--- src/aicd_params.svh ---
// constants for the amplifier control-word decoder
// assumes a 16-bit held control word
`ifndef AICD_PARAMS_SVH
`define AICD_PARAMS_SVH
`define AICD_WORD_W 16
`define AICD_GAIN_LO 0
`define AICD_GAIN_HI 2
`define AICD_COMP_HI 5
`define AICD_SEL_LO 6
`define AICD_SEL_HI 7
`define AICD_POL_BIT 8
`define AICD_POWER_DOWN_BIT_BIT 9
`define AICD_EXT_FILTER_ENABLE_BIT 10
`define AICD_PIN_BIT 11
`define AICD_CUR_LO 12
`define AICD_CUR_HI 14
`define AICD_WORD_RST 16'h0000
`define AICD_ADR_WORD 4'h0
`define AICD_ADR_STAT 4'h4
`define AICD_GAIN_EXT 3'h7
`define AICD_CUR_OFF 3'h0
`define AICD_CUR_IDLE 3'h6
`define AICD_CUR_BAD 3'h7
`define AICD_ATT_SHIFT 7'h32
`endif

--- src/aicd_pkg.sv ---
// types for the amplifier control-word decoder
// assumes nothing of its surroundings
package aicd_pkg;
   typedef enum logic [1:0] {
      aicd_sel_diff,
      aicd_sel_short,
      aicd_sel_cmp_pos,
      aicd_sel_cmp_neg
   } aicd_sel_type;
endpackage

--- src/aicd_decode.sv ---
// combinational decode of the held control word into switch controls
// assumes the word is held stable by the caller
`timescale 1ns/100ps
`default_nettype none
`include "aicd_params.svh"
module aicd_decode
   import aicd_pkg::*;
(
   input wire logic [`AICD_WORD_W-1:0] word_i,
   output logic amp_p_from_pos_o,
   output logic amp_p_from_neg_o,
   output logic amp_n_from_pos_o,
   output logic amp_n_from_neg_o,
   output logic amp_n_to_rail_o,
   output logic atten_en_o,
   output logic gain_negative_o,
   output logic power_down_o,
   output logic feedback_switch_o,
   output logic gain_switch_o,
   output logic unity_stable_o,
   output logic src_to_neg_o,
   output logic [2:0] fault_current_level_o,
   output logic src_connect_o,
   output logic src_powered_o
);
   logic [2:0] gain;
   logic [2:0] cur;
   logic input_polarity;
   logic ext_filter_enable;
   aicd_sel_type input_select;
   assign gain = word_i[`AICD_GAIN_HI:`AICD_GAIN_LO];
   assign cur = word_i[`AICD_CUR_HI:`AICD_CUR_LO];
   assign input_polarity = word_i[`AICD_POL_BIT];
   assign ext_filter_enable = word_i[`AICD_EXT_FILTER_ENABLE_BIT];
   assign input_select = aicd_sel_type'(word_i[`AICD_SEL_HI:`AICD_SEL_LO]);
   always_comb begin
      amp_p_from_pos_o = 1'b0;
      amp_p_from_neg_o = 1'b0;
      amp_n_from_pos_o = 1'b0;
      amp_n_from_neg_o = 1'b0;
      amp_n_to_rail_o = 1'b0;
      atten_en_o = 1'b0;
      gain_negative_o = 1'b0;
      case (input_select)
         aicd_sel_diff: begin
            amp_p_from_pos_o = !input_polarity;
            amp_n_from_neg_o = !input_polarity;
            amp_p_from_neg_o = input_polarity;
            amp_n_from_pos_o = input_polarity;
         end
         aicd_sel_short: begin
            amp_p_from_pos_o = !input_polarity;
            amp_n_from_pos_o = !input_polarity;
            amp_p_from_neg_o = input_polarity;
            amp_n_from_neg_o = input_polarity;
         end
         aicd_sel_cmp_pos: begin
            atten_en_o = 1'b1;
            amp_n_to_rail_o = 1'b1;
            amp_p_from_pos_o = 1'b1;
            gain_negative_o = input_polarity;
         end
         default: begin
            atten_en_o = 1'b1;
            amp_n_to_rail_o = 1'b1;
            amp_p_from_neg_o = 1'b1;
            gain_negative_o = input_polarity;
         end
      endcase
   end
   assign power_down_o = word_i[`AICD_POWER_DOWN_BIT_BIT];
   assign feedback_switch_o = (gain == `AICD_GAIN_EXT) | ext_filter_enable;
   assign gain_switch_o = (gain != `AICD_GAIN_EXT);
   assign unity_stable_o = ext_filter_enable & word_i[`AICD_COMP_HI];
   assign src_to_neg_o = word_i[`AICD_PIN_BIT];
   assign src_connect_o = (cur != `AICD_CUR_OFF) && (cur != `AICD_CUR_IDLE) && (cur != `AICD_CUR_BAD);
   assign src_powered_o = (cur != `AICD_CUR_OFF) && (cur != `AICD_CUR_BAD);
   assign fault_current_level_o = src_connect_o ? cur : `AICD_CUR_OFF;
endmodule // aicd_decode
`default_nettype wire

--- src/aicd_top.sv ---
// amplifier control-word register and analog switch control outputs
// assumes a classic Wishbone master on clk_i; word at 0x0, status at 0x4
//
// Contract
// - select 01 pol 0: both to positive
// - select 01 pol 1: both to negative
// - compare mode: divide fifty, rail tie
// - 10 measures positive, 11 negative
// - compare gains 0.2 to 20, polarity negates
// - bit 9 set means shutdown
// - filter bit drives feedback switch
// - gain 111 forces feedback switch closed
// - filter plus comp 1xx: unity stable
// - bit 11 steers current source pin
// - current codes 001..101: 10nA to 100uA
// - 000 off, 110 idle, 111 forbidden
// - gain 2:0, comp 5:3, select 7:6, polarity 8
// - select 00: normal or swapped inputs
`timescale 1ns/100ps
`default_nettype none
`include "aicd_params.svh"
module aicd_top
   import aicd_pkg::*;
(
   input wire logic clk_i,
   input wire logic rst_i,
   input wire logic wb_cyc_i,
   input wire logic wb_stb_i,
   input wire logic wb_we_i,
   input wire logic [3:0] wb_adr_i,
   input wire logic [3:0] wb_sel_i,
   input wire logic [31:0] wb_dat_i,
   output logic [31:0] wb_dat_o,
   output logic wb_ack_o,
   output logic wb_err_o,
   output logic amp_p_from_pos_o,
   output logic amp_p_from_neg_o,
   output logic amp_n_from_pos_o,
   output logic amp_n_from_neg_o,
   output logic amp_n_to_rail_o,
   output logic atten_en_o,
   output logic gain_negative_o,
   output logic power_down_o,
   output logic feedback_switch_o,
   output logic gain_switch_o,
   output logic unity_stable_o,
   output logic src_to_neg_o,
   output logic [2:0] fault_current_level_o,
   output logic src_connect_o,
   output logic src_powered_o
);
   logic [`AICD_WORD_W-1:0] word_reg;
   logic bad_code_reg;
   logic [13:0] dec;
   logic [2:0] dec_cur;
   logic req;
   logic hit_word;
   logic hit_stat;
   logic [`AICD_WORD_W-1:0] wr_val;
   assign req = wb_cyc_i & wb_stb_i & ~wb_ack_o & ~wb_err_o;
   always_comb begin
      hit_word = 1'b0;
      hit_stat = 1'b0;
      if (wb_adr_i == `AICD_ADR_WORD) begin
         hit_word = 1'b1;
      end else if (wb_adr_i == `AICD_ADR_STAT) begin
         hit_stat = 1'b1;
      end
   end
   assign wr_val = {wb_sel_i[1] ? wb_dat_i[15:8] : word_reg[15:8],
                    wb_sel_i[0] ? wb_dat_i[7:0] : word_reg[7:0]};
   // one-cycle ack, err on unmapped address
   always_ff @(posedge clk_i) begin
      if (rst_i) begin
         wb_ack_o <= 1'b0;
         wb_err_o <= 1'b0;
         wb_dat_o <= 32'h0000_0000;
      end else begin
         wb_ack_o <= req & (hit_word | hit_stat);
         wb_err_o <= req & ~(hit_word | hit_stat);
         if (req & hit_word) begin
            wb_dat_o <= {16'h0000, word_reg};
         end else if (req & hit_stat) begin
            wb_dat_o <= {28'h0000000, bad_code_reg, src_powered_o, src_connect_o, power_down_o};
         end else begin
            wb_dat_o <= 32'h0000_0000;
         end
      end
   end
   always_ff @(posedge clk_i) begin
      if (rst_i) begin
         word_reg <= `AICD_WORD_RST;
      end else if (req & hit_word & wb_we_i) begin
         word_reg <= wr_val;
      end
   end
   // forbidden current code flagged, sticky until status write
   always_ff @(posedge clk_i) begin
      if (rst_i) begin
         bad_code_reg <= 1'b0;
      end else if (req & hit_word & wb_we_i & (wr_val[`AICD_CUR_HI:`AICD_CUR_LO] == `AICD_CUR_BAD)) begin
         bad_code_reg <= 1'b1;
      end else if (req & hit_stat & wb_we_i) begin
         bad_code_reg <= 1'b0;
      end
   end
   aicd_decode u_decode (
      .word_i(word_reg),
      .amp_p_from_pos_o(dec[0]),
      .amp_p_from_neg_o(dec[1]),
      .amp_n_from_pos_o(dec[2]),
      .amp_n_from_neg_o(dec[3]),
      .amp_n_to_rail_o(dec[4]),
      .atten_en_o(dec[5]),
      .gain_negative_o(dec[6]),
      .power_down_o(dec[7]),
      .feedback_switch_o(dec[8]),
      .gain_switch_o(dec[9]),
      .unity_stable_o(dec[10]),
      .src_to_neg_o(dec[11]),
      .fault_current_level_o(dec_cur),
      .src_connect_o(dec[12]),
      .src_powered_o(dec[13])
   );
   // registered switch outputs, one cycle after word
   always_ff @(posedge clk_i) begin
      if (rst_i) begin
         amp_p_from_pos_o <= 1'b1;
         amp_p_from_neg_o <= 1'b0;
         amp_n_from_pos_o <= 1'b0;
         amp_n_from_neg_o <= 1'b1;
         amp_n_to_rail_o <= 1'b0;
         atten_en_o <= 1'b0;
         gain_negative_o <= 1'b0;
         power_down_o <= 1'b0;
         feedback_switch_o <= 1'b0;
         gain_switch_o <= 1'b1;
         unity_stable_o <= 1'b0;
         src_to_neg_o <= 1'b0;
         fault_current_level_o <= `AICD_CUR_OFF;
         src_connect_o <= 1'b0;
         src_powered_o <= 1'b0;
      end else begin
         amp_p_from_pos_o <= dec[0];
         amp_p_from_neg_o <= dec[1];
         amp_n_from_pos_o <= dec[2];
         amp_n_from_neg_o <= dec[3];
         amp_n_to_rail_o <= dec[4];
         atten_en_o <= dec[5];
         gain_negative_o <= dec[6];
         power_down_o <= dec[7];
         feedback_switch_o <= dec[8];
         gain_switch_o <= dec[9];
         unity_stable_o <= dec[10];
         src_to_neg_o <= dec[11];
         fault_current_level_o <= dec_cur;
         src_connect_o <= dec[12];
         src_powered_o <= dec[13];
      end
   end
endmodule // aicd_top
`default_nettype wire

--- config.mk ---
export PLATFORM = sky130hd
export DESIGN_NAME = aicd_top
export DESIGN_NICKNAME = d
export VERILOG_FILES = /design/src/aicd_pkg.sv /design/src/aicd_decode.sv /design/src/aicd_top.sv
export VERILOG_INCLUDE_DIRS = /design/src /design/src/src
export SDC_FILE = /design/constraint.sdc
export NUM_CORES = 1
export LEC_CHECK = 0
export BUFFER_PORTS_ARGS = -buffer_cell sky130_fd_sc_hd__buf_2
export CAP_MARGIN = 15
export CORE_AREA = 2 2 72 74
export CTS_BUF_LIST = sky130_fd_sc_hd__clkbuf_8
export CTS_CLUSTER_SIZE = 20
export DETAILED_ROUTE_END_ITERATION = 16
export DIE_AREA = 0 0 74 76
export GPL_TIMING_DRIVEN = 0
export PLACE_DENSITY = 0.71
export SETUP_SLACK_MARGIN = 0.1
export SKIP_CTS_REPAIR_TIMING = 1
export SYNTH_ARGS = -nofsm -noshare
export SYNTH_HDL_FRONTEND = slang
export SYNTH_SLANG_ARGS = --single-unit
--- constraint.sdc ---
create_clock -name clk_i -period 1.7 [get_ports clk_i]
set_input_delay 0.34 -clock clk_i [delete_from_list [all_inputs] [get_ports clk_i]]
set_output_delay 0.34 -clock clk_i [all_outputs]
set_load 0.01 [all_outputs]
Yosys cells after proc, flatten, opt, wreduce, memory -nomap -nowiden --
Index checks and enable logic that the tools add are counted.
Word-level totals: flip-flop bits (word level) 67, output and inout bits 51
Operators by class: equal/unequal tests 8, mux-type cells 13, bitwise logic cells 17, reductions and logical operators 14
Operators with widths (number):
- 16-bit 2-to-1 mux | 1
- 1-bit AND | 11
- 3-bit != test (second input constant) | 3
- 1-bit one-hot mux with 2 select lines | 4
- 7-bit 2-to-1 mux | 1
- 3-bit equality test (second input constant) | 2
- 1-bit 2-to-1 mux | 6
- 2-bit OR reduction | 3
- 4-bit by 3-bit equality test with 1-bit output (second input constant) | 1
- 4-bit zero test | 1
- 4-bit 2-to-1 mux | 1
- 1-bit NOT | 4
- 2-bit AND reduction | 2
- 1-bit logical AND | 3
- 3-bit nonzero test | 1
- 3-bit OR reduction | 1
- 2-bit by 1-bit equality test with 1-bit output (second input constant) | 1
- 2-bit equality test (second input constant) | 1
- 2-bit zero test | 1
- 1-bit OR | 2
- 2-bit nonzero test | 1
- 1-bit zero test | 1

Logic depth before layout (Yosys ltp) --
depth after elaboration 7, gate-level depth with buffers 6, mapped depth without buffers 3

Modules after synthesis --
From an unflattened synthesis, not the netlist that was laid out.
Unflattened totals: cells, all modules 210, area total of the unflattened synthesis 2088.3 um^2
By module, submodules not included:
- aicd_top | instances 1, cells an instance 190, area each 1956.9 um^2, seq. area each 1041.0 um^2
- aicd_decode | instances 1, cells an instance 20, area each 131.4 um^2, seq. area each 0.0 um^2

Worst setup path before layout --
Ideal clock, no wire load.
path type input-to-reg, start point in wb_adr_i[2], end point reg word_reg[11], data arrival time 1616 ps, required time 1579 ps, slack -37 ps, cell stages on the path 5, buffers on the path 2, cell sequence buf_6 or4_4 buf_6 nor3_4 mux2_4
On the way: word-level cells in the longest chain between the ends 5
RTL lines:
- from (decl) | line aicd_top.sv:30 | input wire logic [3:0] wb_adr_i,
- 4-bit zero test (no source line)
- 1-bit 2-to-1 mux | line aicd_top.sv:64 | if (wb_adr_i == `AICD_ADR_WORD) begin
- 1-bit AND (2 in series) | line aicd_top.sv:93 | end else if (req & hit_word & wb_we_i) begin
- 2-bit AND reduction (no source line)
- to (signal assigned) | line aicd_top.sv:92 | word_reg <= `AICD_WORD_RST;
- to (signal assigned) | line aicd_top.sv:94 | word_reg <= wr_val;
- to (decl) | line aicd_top.sv:52 | logic [`AICD_WORD_W-1:0] word_reg;
Every way passes these cells. A chain may end at the register's enable or synchronous reset.

Worst setup path in the final report --
start point reg wb_err_o, end point reg word_reg[0]
On the way: word-level cells in the longest chain between the ends 5
RTL lines:
- from (decl) | line aicd_top.sv:35 | output logic wb_err_o,
- from (signal assigned) | line aicd_top.sv:80 | wb_err_o <= req & ~(hit_word | hit_stat);
- 1-bit NOT | line aicd_top.sv:60 | assign req = wb_cyc_i & wb_stb_i & ~wb_ack_o & ~wb_err_o;
- 1-bit AND | line aicd_top.sv:60
- 1-bit AND (2 in series) | line aicd_top.sv:93
- 2-bit AND reduction (no source line)
Every way passes these cells.

==> results.md <==
* Gpl congestion at 0.895
* Worst R2R End: word_reg[0]$_SDFFE_PP0P_
* Status: finished, violations left
* Final Util at 53.4%
* Post-Synth XOR/XNOR Area at 0.448%
* Residual DRC at 0
* Synth Area in Simple Gates at 21.2%
* Vias in the first global route at 1464
* Compound-Gate Fraction of Synth Area at 10.3%
* Main flop type after synthesis: dfxtp_1
* Total gr overflow at 0
* Post-synthesis cell area at around 0.0020 mm²
* Site row count at 26
* Post-DRT Antenna Nets at 0
* Worst path required time at 1.87 ns
* WP data arrival at 1.88 ns
* Setup ws final at -0.00171 ns
* Clk root buf: clkbuf_8
* Top cell type's share of synthesized area at 52.2%
* Crit. End Element: flop
* Largest net degree at the start of global routing at 16
* Hold_ws at 0.295 ns
* Skew final at 0.00654 ns
* Clk buf depth at 2
* CP cell instances: or4bb_1 -> buf_6 -> buf_4 -> o31ai_2 -> a21oi_1
* Top cells by count, synth: dfxtp_1, buf_4, a21oi_1, and2_1
* Width of the die at between 70 and 80 µm
* Pleak at 1.19 nW
* RSZ-0062 raised after global routing: yes
* Total GRT Usage at 15.6%
* Initial Util at 39.8%
* Final Setup Violations at 1
* Reg2Reg Launch Point: wb_err_o$_SDFF_PP0_
* Syn avg cell area at 10.3 µm²
* Share of cells above drive strength 1 at 42.4%
* Async SR Flop Fraction at 0%
* Crit path depth at 5
* Sequential cell area at 0.00102 mm²
* Top-count cell post-synth: dfxtp_1
* Initial antenna violation count at 0
* Worst-Margin Slew at about 0.56 ns
* Final min period at 1.70 ns
* Max-slew violation count at 0
* Die outline height at 76 µm
* CP peak stage delay at approximately 0.53 ns
* HPWL Detailed at 3.28 mm
* Total power at 0.00219 W
* H-tree levels at 2
* First drt pass iteration count at 4
* Routed length per instance at between 10 and 15 µm
* N_diodes at 0
* Multi-input combinational cell area at 835 µm²
* Via Count at approximately 1600
* Hold Crit Class: primary input to flop
* Peak supply drop at 367 µV
* Post-Syn Instances at 189
* CP endpoint: word_reg[0]$_SDFFE_PP0P_
* Startpoint types: flop
* Reg2Reg Setup Slack at -0.002 ns
* Worst-path clk slew at 0.09 ns
* Clk sinks at 51
* Fin crit share at 100%
* Nets at 321
* Initial drt markers at 56
* Post-synth top area cell: dfxtp_1
* Post-Synth Adder-Cell Area at 0%
* Final Hold Violating Endpoints at 0
* Fillers at about 460
* CP Buf/Inv Count at 2
* Core area at 0.00491 mm²
* Max_cap viols at 0
* Global-route wire length before repair at 6.82 mm
* CP delay by family, top: simple AND/OR/NAND/NOR gates
* Power density over cell area at 833 mW/mm²
* Worst-path fanout max at 10
* Total CTS buffers at 5
* Violated checks: negative setup slack
* Place WS at -0.172 ns
* CTS tree: built
* Crit path from: wb_err_o$_SDFF_PP0_
* #FFs+latches synth at 51
* Detailed Route WL at 4.39 mm
* Port Buffers at 60
* Reg2Reg Depth at 5
* Post-synth EDFFs at 0
* Die area at between 0.005 and 0.006 mm²
* Worst-Skew Late Latency at about 0.30 ns
* Ys Warns at 0
* Setup TNS at -0.00171 ns
* Layout area overhead at 34.2%
* # IOs at 96
* Post-synthesis mux area share at 4.61%
* Unique cell type count in the Yosys netlist at 35
* Largest family of logic cells by synthesized area: simple AND/OR/NAND/NOR gates
* Highest clock rate at ~590 MHz
* Routed vias/inst at ~4.6
* Max_slew headroom at 62.2%
* Register area share after synthesis at 52.2%
* Crit-path slowest cell: or4bb_1
* CP Class: flop to flop
* Synth area leaders: dfxtp_1, buf_4, o31ai_1
-- report_power, final --
part           internal (W)  switching [W]
Combinational     0.0000778       0.000101
Clock              0.000430       0.000378
Sequential          0.00120     0.00000199
-- per-layer routing --
| layer | global-route usage [%] | vias up | wire, µm |
|---|---|---|---|
| met5 | 0 | - | 0 |
| li1 | - | 805 | - |
| met2 | 27.2 | 62 | 2190 |
| met4 | 4.73 | 0 | 46 |
| met1 | 17.9 | 718 | 1840 |
| met3 | 4.76 | 5 | 319 |
-- metrics by stage --
| stage | std cells | area, µm² |
|---|---|---|
| after floorplan | 204 | 2020 |
| after global placement | 334 | 2410 |
| after detailed placement | 334 | 2410 |
| after CTS | 341 | 2510 |
| after global routing | 346 | 2620 |
| final | 346 | 2620 |
-- worst min-delay path, delay by kind of cell --
kind	cells	cell delay [ns]
AND/OR/NAND/NOR	1	0.06
AO/OA/AOI/OAI	1	0.06
buffers and inverters	1	0.10
-- how the worst min path moves through the flow --
stage	end	slack, ns	startpoint	cells past startpoint
final	word_reg[3]$_SDFFE_PP0P_	0.30	wb_dat_i[3]	3
after global routing	word_reg[6]$_SDFFE_PP0P_	0.30	wb_dat_i[6]	3
after CTS	word_reg[3]$_SDFFE_PP0P_	0.29	wb_dat_i[3]	3
after detailed placement	wb_dat_o[9]$_SDFF_PP0_	0.43	word_reg[9]$_SDFFE_PP0P_	1
after global placement	wb_dat_o[9]$_SDFF_PP0_	0.43	word_reg[9]$_SDFFE_PP0P_	1
after floorplan	gain_switch_o$_SDFF_PP1_	0.42	word_reg[2]$_SDFFE_PP0P_	1
-- cells by family after synthesis --
logic type	after synthesis
buf+inv	34
other cells	1
flops	51
compound gates	31
xor+xnor	1
simple gates	63
mux	8
-- final cells by class --
type / instances / area share [%]
buffer: 29 / 7.96
multi-input combinational: 119 / 31.8
sequential: 51 / 39.0
tap: 70 / 3.34
inverter: 5 / 0.715
clock inverter: 2 / 1.43
timing repair buffer: 65 / 13.2
clock buffer: 5 / 2.62
-- cell usage in the layout (no fill, tap or decap), types with 3 or more instances in the layout --
cell and n:
nor2_1 7, dfxtp_1 50, inv_1 5, buf_2 60, clkbuf_1 5, nor2b_1 4
nand2_1 3, mux2i_1 6, nand4_1 13, clkbuf_8 5, o31ai_1 7, o31ai_2 5
buf_4 21, a21oi_1 14, buf_6 6, nor3_1 5, and2_1 6, conb_1 16
and2_4 8
(Power assumes the default switching activity.)
